**config.mk**
```make
export PLATFORM = sky130hd
export DESIGN_NAME = ssoi_framer
export DESIGN_NICKNAME = d
export VERILOG_FILES = /design/src/pkg/ssoi_pkg.sv /design/src/pkg/ssoi_stream_if.sv /design/src/core/ssoi_fifo.sv /design/src/core/ssoi_pin_sync.sv /design/src/core/ssoi_framer.sv
export SDC_FILE = /design/constraint.sdc
export NUM_CORES = 1
export LEC_CHECK = 0
export BUFFER_PORTS_ARGS = -buffer_cell sky130_fd_sc_hd__clkbuf_2
export CORE_ASPECT_RATIO = 1.1
export CORE_UTILIZATION = 45
export CTS_BUF_LIST = sky130_fd_sc_hd__clkbuf_16
export DETAILED_ROUTE_END_ITERATION = 16
export PLACE_DENSITY = 0.66
export RECOVER_POWER = 50
export SLEW_MARGIN = 20
export SYNTH_ARGS = -nofsm -noshare
export SYNTH_HDL_FRONTEND = slang
export SYNTH_SLANG_ARGS = --single-unit
export TNS_END_PERCENT = 50
```
**constraint.sdc**
```tcl
create_clock -name i_clk -period 11.73 [get_ports i_clk]
set_clock_uncertainty 0.15 [all_clocks]
set_input_delay 2.346 -clock i_clk [delete_from_list [all_inputs] [get_ports i_clk]]
set_output_delay 2.346 -clock i_clk [all_outputs]
set_load 0.02 [all_outputs]
```
**src/pkg/ssoi_pkg.sv**
```systemverilog
// Purpose: Shared constants and types for the safety output image framer
// Assumes: 125 MHz system clock, byte-wide image stream
// Notes: Image layouts for the long (16 byte) and short (10 byte) formats
`default_nettype none
package ssoi_pkg;
  // ==========================================================
  // Timing
  localparam int unsigned CLK_MHZ = 125;
  localparam int unsigned BASE_PERIOD_US = 5000;
  localparam int unsigned BASE_CYCLES = BASE_PERIOD_US * CLK_MHZ;
  // ==========================================================
  // Image lengths and byte positions
  localparam int unsigned LONG_LEN = 16;
  localparam int unsigned SHORT_LEN = 10;
  localparam logic [3:0] BYTE_STATUS = 4'h0;
  localparam logic [3:0] BYTE_SAFE = 4'h1;
  localparam logic [3:0] BYTE_NONSAFE = 4'h4;
  localparam logic [3:0] BYTE_RESET = 4'h7;
  localparam logic [3:0] BYTE_CASE_ONE = 4'ha;
  localparam logic [3:0] BYTE_CASE_FOUR = 4'hd;
  localparam logic [3:0] BYTE_LONG_FAULT = 4'hf;
  localparam logic [3:0] BYTE_SHORT_FAULT = 4'h9;
  // ==========================================================
  // Field positions
  localparam int unsigned BIT_RUN = 0;
  localparam int unsigned BIT_STANDBY = 1;
  localparam int unsigned BIT_DIRT_WARN = 2;
  localparam int unsigned BIT_DIRT_ERR = 3;
  localparam int unsigned BIT_CONTOUR = 4;
  localparam int unsigned BIT_TAMPER = 5;
  localparam int unsigned BIT_LONG_UNIT = 1;
  localparam int unsigned BIT_LONG_CFG = 0;
  localparam int unsigned BIT_SHORT_UNIT = 7;
  localparam int unsigned BIT_SHORT_CFG = 6;
  localparam int unsigned BASIC_PATHS = 4;
  localparam logic [7:0] RESERVED_VAL = 8'h00;
  // ==========================================================
  // Framer states, Gray along idle, send, gap
  typedef enum logic [1:0] {
    SSOI_IDLE = 2'b00,
    SSOI_SEND = 2'b01,
    SSOI_WAIT = 2'b11
  } ssoi_state_t;
endpackage
`default_nettype wire

```
**src/pkg/ssoi_stream_if.sv**
```systemverilog
// Purpose: Byte stream carrier between framer and FIFO
// Assumes: Single clock domain
// Notes: Valid/ready handshake, last marks final image byte
`default_nettype none
interface ssoi_stream_if;
  logic valid;
  logic ready;
  logic [7:0] data;
  logic last;
  modport src (output valid, output data, output last, input ready);
  modport snk (input valid, input data, input last, output ready);
endinterface
`default_nettype wire

```
**src/core/ssoi_fifo.sv**
```systemverilog
// Purpose: Synchronous FIFO buffering image bytes toward the link
// Assumes: One clock, asynchronous active-high reset
// Notes: Width includes the last flag; depth must be a power of two
`default_nettype none
module ssoi_fifo #(
  parameter int unsigned WIDTH = 9,
  parameter int unsigned DEPTH = 32
) (
  // Clock and reset
  input wire logic i_clk,
  input wire logic i_rst,
  // Fill side
  input wire logic i_valid,
  input wire logic [WIDTH-1:0] i_data,
  output logic o_ready,
  // Drain side
  output logic o_valid,
  output logic [WIDTH-1:0] o_data,
  input wire logic i_ready
);
  localparam int unsigned AW = $clog2(DEPTH);
  // ==========================================================
  // Parameter check
  initial begin
    if (DEPTH < 2 || (DEPTH & (DEPTH - 1)) != 0 || WIDTH < 1) begin
      $error("ssoi_fifo: DEPTH must be a power of two >= 2");
    end
  end
  // ==========================================================
  // Storage and pointers
  logic [WIDTH-1:0] mem [DEPTH];
  logic [AW:0] wp_q, wp_d, rp_q, rp_d;
  logic push, pop, full, empty;
  // Extra pointer bit tells full from empty
  always_comb begin
    full = (wp_q[AW] != rp_q[AW]) && (wp_q[AW-1:0] == rp_q[AW-1:0]);
    empty = (wp_q == rp_q);
    push = i_valid && !full;
    pop = !empty && i_ready;
    wp_d = push ? wp_q + 1'b1 : wp_q;
    rp_d = pop ? rp_q + 1'b1 : rp_q;
  end
  always_ff @(posedge i_clk or posedge i_rst) begin
    if (i_rst) begin
      wp_q <= '0;
      rp_q <= '0;
    end else begin
      wp_q <= wp_d;
      rp_q <= rp_d;
    end
  end
  // Memory holds no reset; only written entries are ever read
  always_ff @(posedge i_clk) begin
    if (push) begin
      mem[wp_q[AW-1:0]] <= i_data;
    end
  end
  assign o_ready = !full;
  assign o_valid = !empty;
  assign o_data = mem[rp_q[AW-1:0]];
endmodule
`default_nettype wire

```
**src/core/ssoi_pin_sync.sv**
```systemverilog
// Purpose: Three-stage input qualifier for pin-level status inputs
// Assumes: Inputs arrive asynchronous to i_clk
// Notes: A change counts once stages two and three agree
`default_nettype none
module ssoi_pin_sync #(
  parameter int unsigned WIDTH = 8
) (
  // Clock and reset
  input wire logic i_clk,
  input wire logic i_rst,
  // Levels
  input wire logic [WIDTH-1:0] i_async,
  output logic [WIDTH-1:0] o_sync
);
  logic [WIDTH-1:0] s1_q, s2_q, s3_q, out_q, out_d;
  // ==========================================================
  // Per-bit qualify: first stage only feeds second
  genvar g;
  for (g = 0; g < WIDTH; g++) begin : g_bit
    always_comb begin
      out_d[g] = (s2_q[g] == s3_q[g]) ? s2_q[g] : out_q[g];
    end
  end
  always_ff @(posedge i_clk or posedge i_rst) begin
    if (i_rst) begin
      s1_q <= '0;
      s2_q <= '0;
      s3_q <= '0;
      out_q <= '0;
    end else begin
      s1_q <= i_async;
      s2_q <= s1_q;
      s3_q <= s2_q;
      out_q <= out_d;
    end
  end
  assign o_sync = out_q;
endmodule
`default_nettype wire

```
**src/core/ssoi_framer.sv**
```systemverilog
// Purpose: Builds the cyclic safety output image and streams it byte 0 first
// Assumes: Status inputs come from pins; case numbers are stable on i_clk
// Notes: Long or short image chosen by i_short_mode, sampled at frame start
`default_nettype none
module ssoi_framer
  import ssoi_pkg::*;
#(
  parameter int unsigned BASE_CNT = ssoi_pkg::BASE_CYCLES,
  parameter int unsigned FIFO_DEPTH = 32
) (
  // Clock and reset
  input wire logic i_clk,
  input wire logic i_rst,
  // Configuration
  input wire logic i_short_mode,
  input wire logic i_high_variant,
  input wire logic [7:0] i_requested_packet_interval,
  // Status pins
  input wire logic i_run_active,
  input wire logic i_standby_active,
  input wire logic i_window_dirt_warning,
  input wire logic i_window_dirt_error,
  input wire logic i_contour_reference_status,
  input wire logic i_tamper_status,
  input wire logic i_unit_fault,
  input wire logic i_config_fault,
  input wire logic [7:0] i_safe_path_state,
  input wire logic [7:0] i_nonsafe_path_state,
  input wire logic [7:0] i_path_reset_needed,
  // Monitoring case numbers, same clock
  input wire logic [7:0] i_case_number_tbl_one,
  input wire logic [7:0] i_case_number_tbl_two,
  input wire logic [7:0] i_case_number_tbl_three,
  input wire logic [7:0] i_case_number_tbl_four,
  // Image byte stream
  output logic o_valid,
  output logic [7:0] o_data,
  output logic o_last,
  input wire logic i_ready,
  // Status
  output logic o_busy,
  output logic o_overrun
);
  import ssoi_pkg::*;
  localparam int unsigned CW = $clog2(BASE_CNT + 1);
  // ==========================================================
  // Parameter check
  initial begin
    if (BASE_CNT < 2 || FIFO_DEPTH < LONG_LEN) begin
      $error("ssoi_framer: BASE_CNT >= 2 and FIFO_DEPTH >= 16 required");
    end
  end
  // ==========================================================
  // Pin qualification
  localparam int unsigned NPIN = 32;
  logic [NPIN-1:0] pin_raw, pin_q;
  assign pin_raw = {i_path_reset_needed, i_nonsafe_path_state, i_safe_path_state,
                    i_config_fault, i_unit_fault, i_tamper_status,
                    i_contour_reference_status, i_window_dirt_error,
                    i_window_dirt_warning, i_standby_active, i_run_active};
  ssoi_pin_sync #(.WIDTH(NPIN)) u_sync (
    .i_clk(i_clk),
    .i_rst(i_rst),
    .i_async(pin_raw),
    .o_sync(pin_q)
  );
  logic [7:0] safe_s, nonsafe_s, reset_s;
  assign safe_s = pin_q[15:8];
  assign nonsafe_s = pin_q[23:16];
  assign reset_s = pin_q[31:24];
  // ==========================================================
  // Base tick and interval counter
  logic [CW-1:0] tick_cnt_q, tick_cnt_d;
  logic [7:0] mult_cnt_q, mult_cnt_d;
  logic frame_due;
  logic [7:0] mult_eff;
  always_comb begin
    mult_eff = (i_requested_packet_interval == 8'h00) ? 8'h01 : i_requested_packet_interval;
    frame_due = 1'b0;
    tick_cnt_d = tick_cnt_q + 1'b1;
    mult_cnt_d = mult_cnt_q;
    if (tick_cnt_q == CW'(BASE_CNT - 1)) begin
      tick_cnt_d = '0;
      if (mult_cnt_q + 8'h01 >= mult_eff) begin
        mult_cnt_d = 8'h00;
        frame_due = 1'b1;
      end else begin
        mult_cnt_d = mult_cnt_q + 8'h01;
      end
    end
  end
  always_ff @(posedge i_clk or posedge i_rst) begin
    if (i_rst) begin
      tick_cnt_q <= '0;
      mult_cnt_q <= '0;
    end else begin
      tick_cnt_q <= tick_cnt_d;
      mult_cnt_q <= mult_cnt_d;
    end
  end
  // ==========================================================
  // Snapshot: whole image frozen at frame start for consistency
  logic [7:0] img_q [LONG_LEN];
  logic [7:0] img_d [LONG_LEN];
  logic short_q, short_d;
  logic [7:0] path_mask;
  logic [7:0] status_byte;
  logic take;
  always_comb begin
    // Basic variant reports upper paths as unavailable (zero)
    path_mask = i_high_variant ? 8'hff : 8'((1 << BASIC_PATHS) - 1);
    status_byte = RESERVED_VAL;
    status_byte[BIT_RUN] = pin_q[0];
    status_byte[BIT_STANDBY] = pin_q[1];
    status_byte[BIT_DIRT_WARN] = pin_q[2];
    status_byte[BIT_DIRT_ERR] = pin_q[3];
    status_byte[BIT_CONTOUR] = pin_q[4];
    status_byte[BIT_TAMPER] = pin_q[5];
    short_d = short_q;
    for (int i = 0; i < LONG_LEN; i++) begin
      img_d[i] = img_q[i];
    end
    if (take) begin
      short_d = i_short_mode;
      for (int i = 0; i < LONG_LEN; i++) begin
        img_d[i] = RESERVED_VAL;
      end
      img_d[BYTE_STATUS] = status_byte;
      img_d[BYTE_SAFE] = safe_s & path_mask;
      img_d[BYTE_NONSAFE] = nonsafe_s & path_mask;
      img_d[BYTE_RESET] = reset_s & path_mask;
      if (i_short_mode) begin
        // Qualified pins: bit 6 unit fault, bit 7 config fault
        img_d[BYTE_SHORT_FAULT][BIT_SHORT_UNIT] = pin_q[6];
        img_d[BYTE_SHORT_FAULT][BIT_SHORT_CFG] = pin_q[7];
      end else begin
        img_d[BYTE_CASE_ONE] = i_case_number_tbl_one;
        img_d[BYTE_CASE_ONE + 4'h1] = i_case_number_tbl_two;
        img_d[BYTE_CASE_ONE + 4'h2] = i_case_number_tbl_three;
        img_d[BYTE_CASE_FOUR] = i_case_number_tbl_four;
        img_d[BYTE_LONG_FAULT][BIT_LONG_UNIT] = pin_q[6];
        img_d[BYTE_LONG_FAULT][BIT_LONG_CFG] = pin_q[7];
      end
    end
  end
  always_ff @(posedge i_clk or posedge i_rst) begin
    if (i_rst) begin
      short_q <= 1'b0;
      for (int i = 0; i < LONG_LEN; i++) begin
        img_q[i] <= 8'h00;
      end
    end else begin
      short_q <= short_d;
      for (int i = 0; i < LONG_LEN; i++) begin
        img_q[i] <= img_d[i];
      end
    end
  end
  // ==========================================================
  // Frame state machine: emits bytes 0..len-1 into the FIFO
  ssoi_state_t st_q, st_d;
  logic [3:0] idx_q, idx_d;
  logic overrun_q, overrun_d;
  logic [3:0] last_idx;
  ssoi_stream_if fill ();
  assign last_idx = short_q ? 4'(SHORT_LEN - 1) : 4'(LONG_LEN - 1);
  always_comb begin
    st_d = st_q;
    idx_d = idx_q;
    take = 1'b0;
    overrun_d = overrun_q;
    fill.valid = 1'b0;
    fill.data = img_q[idx_q];
    fill.last = (idx_q == last_idx);
    case (st_q)
      SSOI_IDLE: begin
        if (frame_due) begin
          take = 1'b1;
          idx_d = 4'h0;
          st_d = SSOI_SEND;
        end
      end
      SSOI_SEND: begin
        fill.valid = 1'b1;
        if (fill.ready) begin
          idx_d = idx_q + 4'h1;
          if (idx_q == last_idx) begin
            idx_d = 4'h0;
            st_d = SSOI_WAIT;
          end
        end
        // A due frame while still sending is dropped, not queued
        if (frame_due) begin
          overrun_d = 1'b1;
        end
      end
      SSOI_WAIT: begin
        st_d = SSOI_IDLE;
        if (frame_due) begin
          overrun_d = 1'b1;
        end
      end
      default: begin
        st_d = SSOI_IDLE;
        idx_d = 4'h0;
      end
    endcase
  end
  always_ff @(posedge i_clk or posedge i_rst) begin
    if (i_rst) begin
      st_q <= SSOI_IDLE;
      idx_q <= 4'h0;
      overrun_q <= 1'b0;
    end else begin
      st_q <= st_d;
      idx_q <= idx_d;
      overrun_q <= overrun_d;
    end
  end
  assign o_busy = (st_q != SSOI_IDLE);
  assign o_overrun = overrun_q;
  // ==========================================================
  // Output buffer; downstream stalls back-pressure the framer
  logic [8:0] fifo_out;
  ssoi_fifo #(.WIDTH(9), .DEPTH(FIFO_DEPTH)) u_fifo (
    .i_clk(i_clk),
    .i_rst(i_rst),
    .i_valid(fill.valid),
    .i_data({fill.last, fill.data}),
    .o_ready(fill.ready),
    .o_valid(o_valid),
    .o_data(fifo_out),
    .i_ready(i_ready)
  );
  assign o_data = fifo_out[7:0];
  assign o_last = fifo_out[8];
endmodule
`default_nettype wire

```
# Yosys cells after proc, flatten, opt, wreduce, memory -nomap -nowiden
# Memories as Yosys holds them, arrays and structs flattened.
# Index checks and enable logic that the tools add are counted.
[op_classes]
magnitude_cmp = 2
shifts = 0
n_eq_ne = 42
n_mul = 0
reduce_logical = 12
bitwise = 5
n_mux = 26
div_mod_pow = 0
n_addsub = 5
[op_table]
columns = ["cell", "n"]
rows = [
  ["$mux W8", 5],
  ["$bmux W8 S4", 1],
  ["$eq A1 B1 Y1", 32],
  ["$mux W32", 1],
  ["$and A8 B8 Y8", 3],
  ["$add A20 B1 Y20 const B", 1],
  ["$eq A20 B20 Y1 const B", 1],
  ["$mux W20", 1],
  ["$add A6 B1 Y6 const B", 2],
  ["$mux W4", 3],
  ["$pmux W4 S3", 1],
  ["$mux W2", 5],
  ["$add A8 B1 Y8 const B", 1],
  ["$ge A8 B8 Y1", 1],
  ["$logic_not A8 Y1", 1],
  ["$mux W1", 7],
  ["$eq A6 B6 Y1", 1],
  ["$ne A2 B2 Y1 const B", 3],
  ["$reduce_and A3 Y1", 2],
  ["$eq A5 B5 Y1", 1],
  ["$ge A5 B5 Y1 const B", 1],
  ["$not A4 Y5", 1],
  ["$add A4 B1 Y4 const B", 1],
  ["$eq A4 B4 Y1", 1],
  ["12 further kinds", 15],
]
[totals]
ram_bits = 288
out_inout_bits = 12
regBits = 242
latchBits = 0
in_bits = 77
word_cells = 146
rom_bits = 0
n_memories = 1
[memory_table]
columns = ["name", "depth", "word_bits", "rd", "rd_clocked_by_memory_dff", "write_ports", "line_no", "source"]
rows = [
  ["u_fifo.mem", 32, 9, 1, 0, 1, "ssoi_fifo.sv:31", "logic [WIDTH-1:0] mem [DEPTH];"],
]

# Longest topological paths before layout
# Gate-level depths: netlist (run 1).
[depth]
ltp_word = 7
ltp_mapped = 13
depth_no_buf = 10

# Cells and area by module
# A second synthesis (run 1) with hierarchy kept.
[hier_totals]
cells_unflattened = 1178
area_unflattened_um2 = 20689.8
[by_module_without_submodules]
columns = ["mod", "seq_area_each_um2", "area_each_um2", "cells_per_inst", "n_inst"]
rows = [
  ["ssoi_fifo", 8948.6, 11747.5, 515, 1],
  ["ssoi_framer", 2552.4, 5375.2, 502, 1],
  ["ssoi_pin_sync", 3203.1, 3567.2, 161, 1],
]

# Worst setup path after synthesis (run 1)
# OpenSTA, ideal clock, no wires.
[synth_timing]
path_type = "in2reg"
start = "in i_requested_packet_interval[4]"
end = "reg img_q[112] in the netlist's numbering"
slack_ps = 6982
path_buffers = 3
setup_time_ps = 125
stages = 11
t_arrival_ps = 4473
path_cell_list = "nor4_1 > a41o_1 > ha_1 > nor2b_1 > o21ai_0 > a21oi_1 > or3_1 > clkbuf_1 > buf_6 > buf_6 > mux2_4"
[synth_via]
elab_chain_len = 7
[synth_rtl]
columns = ["item", "line_no", "source"]
rows = [
  ["from (decl)", "ssoi_framer.sv:17", "input wire logic [7:0] i_requested_packet_interval,"],
  ["$logic_not A8 Y1", "ssoi_framer.sv:78", "mult_eff = (i_requested_packet_interval == 8'h00) ? 8'h01 : i_requested_packet_interval;"],
  ["$mux W8 (*)", "ssoi_framer.sv:78", ""],
  ["$ge A8 B8 Y1 (*)", "ssoi_framer.sv:84", "if (mult_cnt_q + 8'h01 >= mult_eff) begin"],
  ["$mux W1 (*)", "ssoi_framer.sv:84", ""],
  ["$mux W1 (*)", "ssoi_framer.sv:82", "if (tick_cnt_q == CW'(BASE_CNT - 1)) begin"],
  ["$mux W1 (*)", "ssoi_framer.sv:177", "if (frame_due) begin"],
  ["$mux W1 (*)", "ssoi_framer.sv:175", "case (st_q)"],
  ["to (signal, indexed assignment)", "ssoi_framer.sv:155", "img_q[i] <= img_d[i];"],
  ["to (decl)", "ssoi_framer.sv:103", "logic [7:0] img_q [LONG_LEN];"],
]
# Every way passes the cells marked *; elsewhere a longest branch is shown, timed or not.
# A chain may end at the register's enable or synchronous reset.

# Final worst setup path (run 1)
[layout_timing]
start = "reg u_fifo.rp_q[0]"
end = "out o_data[0]"
[layout_via]
elab_chain_len = 1
[layout_rtl]
columns = ["item", "line_no", "source"]
rows = [
  ["from (decl)", "ssoi_fifo.sv:32", "logic [AW:0] wp_q, wp_d, rp_q, rp_d;"],
  ["from (signal assigned)", "ssoi_fifo.sv:49", "rp_q <= rp_d;"],
  ["$mem_v2 Z32 W9", "--", ""],
  ["to (decl)", "ssoi_framer.sv:37", "output logic [7:0] o_data,"],
]
# No other way between the ends.

==> metrics.cfg, run 1 <==
[route]
drt_iter0_markers = 823
vias = 10412
wl_per_cell_um = 21.7
wl_mm = 41.3
firstDrtPassIters = 11
drc = 3
viasPerCell = 5.47
ant_nets = 0

[worst_setup_path]
cp.buffers_inverters = 2
cp_common_cell = mux4_2
critPathCaptureType = output pin
critical_path.top_delay_family = multiplexers
cp_cell_sequence = buf_4 -> mux4_2 -> mux4_2 -> mux2_2 -> clkbuf_2
crit_arrival_ns = 3.91
critPathMaxFanout = 39
critPathKind = reg2out
cp-start-kind = flop
crit_slowest_cell = dfrtp_4
slowest_delay_ns = 0.91
crit_required_ns = 9.23

[clocking]
tritoncts = done
cts-hold-fix-buffers = 0
clk_path_buf_depth = 3
cts-root-buf = clkbuf_16
path_clk_slew_ns = 0.06
cts_resized = 0
numCtsBuffers = 51
h-tree-depth = 2
cts_sinks = 530
insertion_delay_ns = 0.59
postCtsSetupBuffers = 0

[timing]
rsz0062_at_grt = no
setup_viol = 0
report.final.hold_viol_count = 0
hold_slack_ns = 0.197
worst_pin_slew_ns = 1.63
fmax_ghz = 0.156
min_period_over_period_pct = 54.6
fin_crit_ns = 6.40
setup_tns_ns = 0
slew_violations = 122
slew-limit-headroom_pct = -8.53

[global_routing]
overflow = 0
grt_first_pass_wirelength_mm = 64.2
grt_usage_pct = 18.3
grt_max_degree = 165
antenna_found_initial = 0
grt_pass1_vias = 10819

[power_and_ir_drop]
p_per_area_nw_per_um2 = 153
vdd_drop_max_uv = 112
leakage_nw = 8.13

[synthesis]
syn_area_um2 = 20700
syn-num-nets = 1263
ys_types = 53
yosysMostFrequentCell = edfxtp_1
async_flop_share_pct = 45.7
synth-seq-cells = 530
synth_common_cells = 288 x edfxtp_1, 242 x dfrtp_1, 90 x mux4_2, 53 x nor2_1, 48 x nand2_1
synth_warnings = 0
syn_area_per_cell_um2 = 17.7
synth-edff-count = 288
synth.top_cell.area_share_pct = 41.8
synthesis.instances = 1170
seq_area_frac_synth_pct = 71.0
synth_flop_cell = edfxtp_1
synth_area_leader_cell = edfxtp_1
ys_top_cells_by_area = edfxtp_1 42%, dfrtp_1 29%, mux4_2 9.8%

[flow_run]
maxCapViolCount = 6

[placement]
dp_cells = 1807
place.gp.congestion = 0.760
hpwl_mm = 25.4
io_buffers = 88

[floorplanning]
initial_core_util_pct = 45.6
io_pins = 89
dieArea_um2 = 46900
rows = 82
die_w_um = 207
fp.dieH_um = 227
core_um2 = 45500

[layout]
nFillCells = 3672
antenna_cells = 0
multiInputGateArea_um2 = 5730
fin_cells = 1902
layout.nets = 1365
final_layout_size_suffix_gt1_share_pct = 26.2
area_growth_pct = 12.6
ff_latch_area_um2 = 14700

[status]
violations = DRC, capacitance limit, slew limit
status = complete, but fails checks

[hold_path]
hp-class = reg2reg

[layer usage]
layer	global-route usage, %	vias to the layer above	part of all wire [%]
li1	-	4675	-
met1	25.7	5412	44
met2	29.3	256	48
met3	3.79	69	5.4
met4	4.46	0	1.9
met5	0	-	0
[cells in the final DEF, fill, tap and decap left out, types with 5 or more instances in the layout]
cell type,Yosys,layout
edfxtp_1,288,288
clkinv_2,0,12
mux2i_1,19,19
xnor2_1,23,23
nand3_1,12,12
nand2_1,48,48
inv_1,17,33
a21oi_1,12,7
clkbuf_1,37,11
nor2_2,0,7
nand4_1,12,12
mux2_4,26,26
a21oi_2,0,5
nor2_1,53,46
a22o_1,8,8
nor2b_1,40,40
mux2_2,43,43
clkbuf_16,0,52
nor3_1,6,6
clkbuf_2,0,87
o21ai_0,25,23
buf_4,0,6
and4_1,5,5
maj3_1,32,32
ha_1,16,16
dfrtp_1,242,239
and3_1,7,7
mux4_2,90,90
clkinv_1,1,8
o31ai_1,14,14
xor2_1,16,16
[sequential cells by signal (all words and copies together), names as in the netlist, 8 cells and up]
name and cells:
img_q 66, u_fifo.mem 288, u_sync.s2_q 32, u_sync.s3_q 32
tick_cnt_q 20, mult_cnt_q 8, u_sync.o_sync 32, u_sync.s1_q 32
[per-stage QoR]
step | power, W | instance area, um2 | setup WS [ns] | util, %
3_5_place_dp | 0.00209 | 21800 | 5.86 | 48.0
3_3_place_gp | 0.00208 | 21800 | 5.87 | 48.0
6_report | 0.00356 | 23300 | 5.33 | 51.3
4_1_cts | 0.00360 | 23400 | 5.21 | 51.4
5_1_grt | 0.00368 | 23300 | 5.07 | 51.3
2_1_floorplan | 0.00206 | 20700 | 2.59 | -
[cell families after synthesis]
group / synth area share, %
mux: 14.9
compound gates: 3.18
fa+ha+maj: 2.51
xor+xnor: 1.65
buf+inv: 1.53
simple gates: 5.20
flops: 71.0
[final cells by class]
class | count | share of cell area, %
Timing Repair Buffer | 104 | 2.24
Multi-Input combinational cell | 567 | 24.6
Tap cell | 588 | 3.16
Sequential cell | 530 | 63.1
Inverter | 18 | 0.343
Clock inverter | 43 | 1.01
Clock buffer | 52 | 5.58
[path summary, 6_finish.rpt]
path,to,cells past startpoint,slack [ns],startpoint
worst max register to register,img_q[18],12,7.35,mult_cnt_q[0]
max in group asynchronous,tick_cnt_q[16],3,8.15,i_rst
worst max-delay path,o_data[0],5,5.33,u_fifo.rp_q[0]
worst min register to register,u_sync.s2_q[28],0,0.20,u_sync.s1_q[28]
worst min-delay path,u_sync.s2_q[28],0,0.20,u_sync.s1_q[28]
min in group asynchronous,u_sync.s2_q[3],2,1.79,i_rst
[power breakdown]
part	switching (W)	internal, W	leakage, nW	total (W)
Clock	0.000687	0.000827	0.835	0.00151
Sequential	0.0000144	0.00198	5.03	0.00199
Combinational	0.0000324	0.0000226	2.26	0.0000550
Total	0.000734	0.00283	8.13	0.00356
No activity file was read; power rests on OpenSTA's default activity.
==> inputs of run 2 (changes only) <==
--- a/config.mk
+++ b/config.mk
@@ -10,7 +10,7 @@
 export CORE_UTILIZATION = 45
 export CTS_BUF_LIST = sky130_fd_sc_hd__clkbuf_16
 export DETAILED_ROUTE_END_ITERATION = 16
-export PLACE_DENSITY = 0.66
+export PLACE_DENSITY = 0.69
 export RECOVER_POWER = 50
 export SLEW_MARGIN = 20
 export SYNTH_ARGS = -nofsm -noshare
==> constraint.sdc (replaced) <==
create_clock -name i_clk -period 5.4 [get_ports i_clk]
set_clock_uncertainty 0.15 [all_clocks]
set_input_delay 1.08 -clock i_clk [delete_from_list [all_inputs] [get_ports i_clk]]
set_output_delay 1.08 -clock i_clk [all_outputs]
set_load 0.02 [all_outputs]
==> run 2 against run 1 <==
  * Highest routed layer unchanged
  * Clock power rose by 140%
  * The flow still finishes with violations (DRC, capacitance limit, slew limit)
  * Non-clock buffer count up 5
  * Count of clock-buffer cells in the layout grew 1
  * Combinational power is 120% higher
  * Critical path type unchanged
  * Setup slack worse by 4.6 ns
  * Sequential power grew 120%
  * Via count shrank 0.17%
  * Global-route usage is 0.46 points lower
  * First-iteration DRC count shrank 0.97%
==> metrics.cfg, run 2 (synthesized netlist as in run 1, its figures left out) <==
[timing]
rsz0062_at_grt = no
slew-limit-headroom_pct = -90.0  ; -81 points
setup_tns_ns = 0  ; unchanged
fin_crit_ns = 4.68
slew_violations = 196  ; +61%
worst_pin_slew_ns = 2.85  ; +1.22 ns
report.final.hold_viol_count = 0  ; unchanged
setup_viol = 0  ; unchanged
fmax_ghz = 0.214
min_period_over_period_pct = 86.7

[layout]
layout.nets = 1371  ; +0.44%
layout_commonest_cell = edfxtp_1
antenna_cells = 0  ; unchanged
layout_common_cells = 288 x edfxtp_1, 240 x dfrtp_1, 90 x mux4_2, 84 x clkbuf_2, 53 x clkbuf_16
largest_reg_flops = 288  ; unchanged
fin_util_pct = 51.8  ; +0.47 points
fin_cells = 1909  ; +0.37%
nFillCells = 3638  ; -0.93%
final_layout_size_suffix_gt1_share_pct = 25.4  ; -0.74 points
area_growth_pct = 13.6
fin_area_um2 = 23500  ; +0.92%

[worst_setup_path]
critPathMaxFanout = 33  ; -15%
critPathCaptureType = output pin
crit_required_ns = 4.17  ; -5.06 ns
reg2reg_to = u_fifo.mem[30][1]
reg2reg_from = idx_q[0]
crit_end = o_data[4]
startpoint = u_fifo.rp_q[0]
critPathKind = reg2out
crit_arrival_ns = 3.45  ; -0.46 ns
cp-start-kind = flop
r2r_slack_ns = 1.31  ; -6.04 ns
reg2regPathDepth = 6  ; -6

[clocking]
insertion_delay_ns = 0.59  ; about the same
clk_path_buf_depth = 3  ; unchanged
h-tree-depth = 2  ; unchanged
path_clk_slew_ns = 0.06  ; about the same
cts-root-buf = clkbuf_16
cts_resized = 0  ; unchanged
cts_sinks = 530  ; unchanged
cts-hold-fix-buffers = 0  ; unchanged
postCtsSetupBuffers = 0  ; unchanged
numCtsBuffers = 52  ; +2.0%
tritoncts = done

[hold_path]
hp-class = reg2reg

[global_routing]
grt_first_pass_wirelength_mm = 63.0  ; -1.8%
grt_usage_pct = 17.8  ; -0.46 points
grt_pass1_vias = 10808  ; -0.10%
antenna_found_initial = 0  ; unchanged
grt_max_degree = 126  ; -24%
overflow = 0  ; unchanged

[route]
vias = 10394  ; -0.17%
drc = 1  ; -2
drt_iter0_markers = 815  ; -0.97%
ant_nets = 0  ; unchanged
viasPerCell = 5.44  ; -0.54%
firstDrtPassIters = 11  ; unchanged
wl_per_cell_um = 21.1  ; -2.7%
wl_mm = 40.3  ; -2.3%

[floorplanning]
fp.dieH_um = 227  ; unchanged
die_w_um = 207  ; unchanged
rows = 82  ; unchanged
io_pins = 89  ; unchanged
core_um2 = 45500  ; unchanged
dieArea_um2 = 46900  ; unchanged
initial_core_util_pct = 45.6  ; unchanged

[status]
status = complete, but fails checks
violations = DRC, capacitance limit, slew limit

[placement]
hpwl_mm = 25.3  ; -0.35%
dp_cells = 1812  ; +0.28%
io_buffers = 88  ; unchanged
placedInstanceArea_um2 = 21900  ; +0.34%
place.gp.congestion = 0.769  ; +1.2%

[power_and_ir_drop]
vdd_drop_max_uv = 240  ; +110%
p_total_w = 0.00803  ; +130%
leakage_nw = 8.19  ; +0.78%
p_per_area_nw_per_um2 = 341  ; +120%

[flow_run]
maxCapViolCount = 5  ; -1

==> run 2: cell count changes in the layout (fill, tap and decap cells not counted), sizes merged <==
cell	change
buf	+5
inv	-8
clkinv	+2
bufinv	+6
clkinvlp	+1
clkbuf	+1
==> run 2: worst min-delay path by stage <==
stage                     from              end  slack [ns]  depth (start not counted)
6_report       u_sync.s1_q[22]  u_sync.s2_q[22]        0.20                          0
5_1_grt        u_sync.s1_q[15]  u_sync.s2_q[15]        0.20                          0
4_1_cts        u_sync.s1_q[22]  u_sync.s2_q[22]        0.20                          0
3_5_place_dp   u_sync.s1_q[10]  u_sync.s2_q[10]        0.18                          0
3_3_place_gp    u_sync.s1_q[2]   u_sync.s2_q[2]        0.18                          0
2_1_floorplan   u_sync.s1_q[0]   u_sync.s2_q[0]        0.18                          0
==> run 2: power breakdown <==
part / switching, W / internal [W]
sequential: 0.0000317 / 0.00430
clock: 0.00148 / 0.00210
combinational: 0.0000706 / 0.0000500
==> run 2: per-layer routing <==
layer	track usage, %	wire length [um]	vias up
met3	3.76	2200	56
met1	24.3	17500	5395
met5	0	0	-
met4	4.55	795	0
met2	29.2	19800	258
li1	-	-	4685
==> run 2: metrics by stage <==
step	hold slack (ns)	worst slack, ns
after global routing	0.202	0.534
after global placement	0.183	1.30
after floorplan	0.181	0.994
after CTS	0.197	0.622
final	0.197	0.719
after detailed placement	0.185	1.28
==> run 2: worst max-delay path, cell delays in order (launching register included) <==
cell	delay (ns)
dfrtp_4	0.85
buf_4	0.41
mux4_2	0.57
mux4_2	0.54
mux2_2	0.31
clkbuf_2	0.16
==> run 2: cell type report <==
type / count / area, um2 / area share [%]
Sequential cell: 530 / 14700 / 62.5
Multi-Input combinational cell: 567 / 5730 / 24.3
Clock buffer: 53 / 1330 / 5.64
Tap cell: 588 / 736 / 3.13
Timing Repair Buffer: 109 / 593 / 2.52
Clock inverter: 44 / 368 / 1.56
Inverter: 18 / 68.8 / 0.292
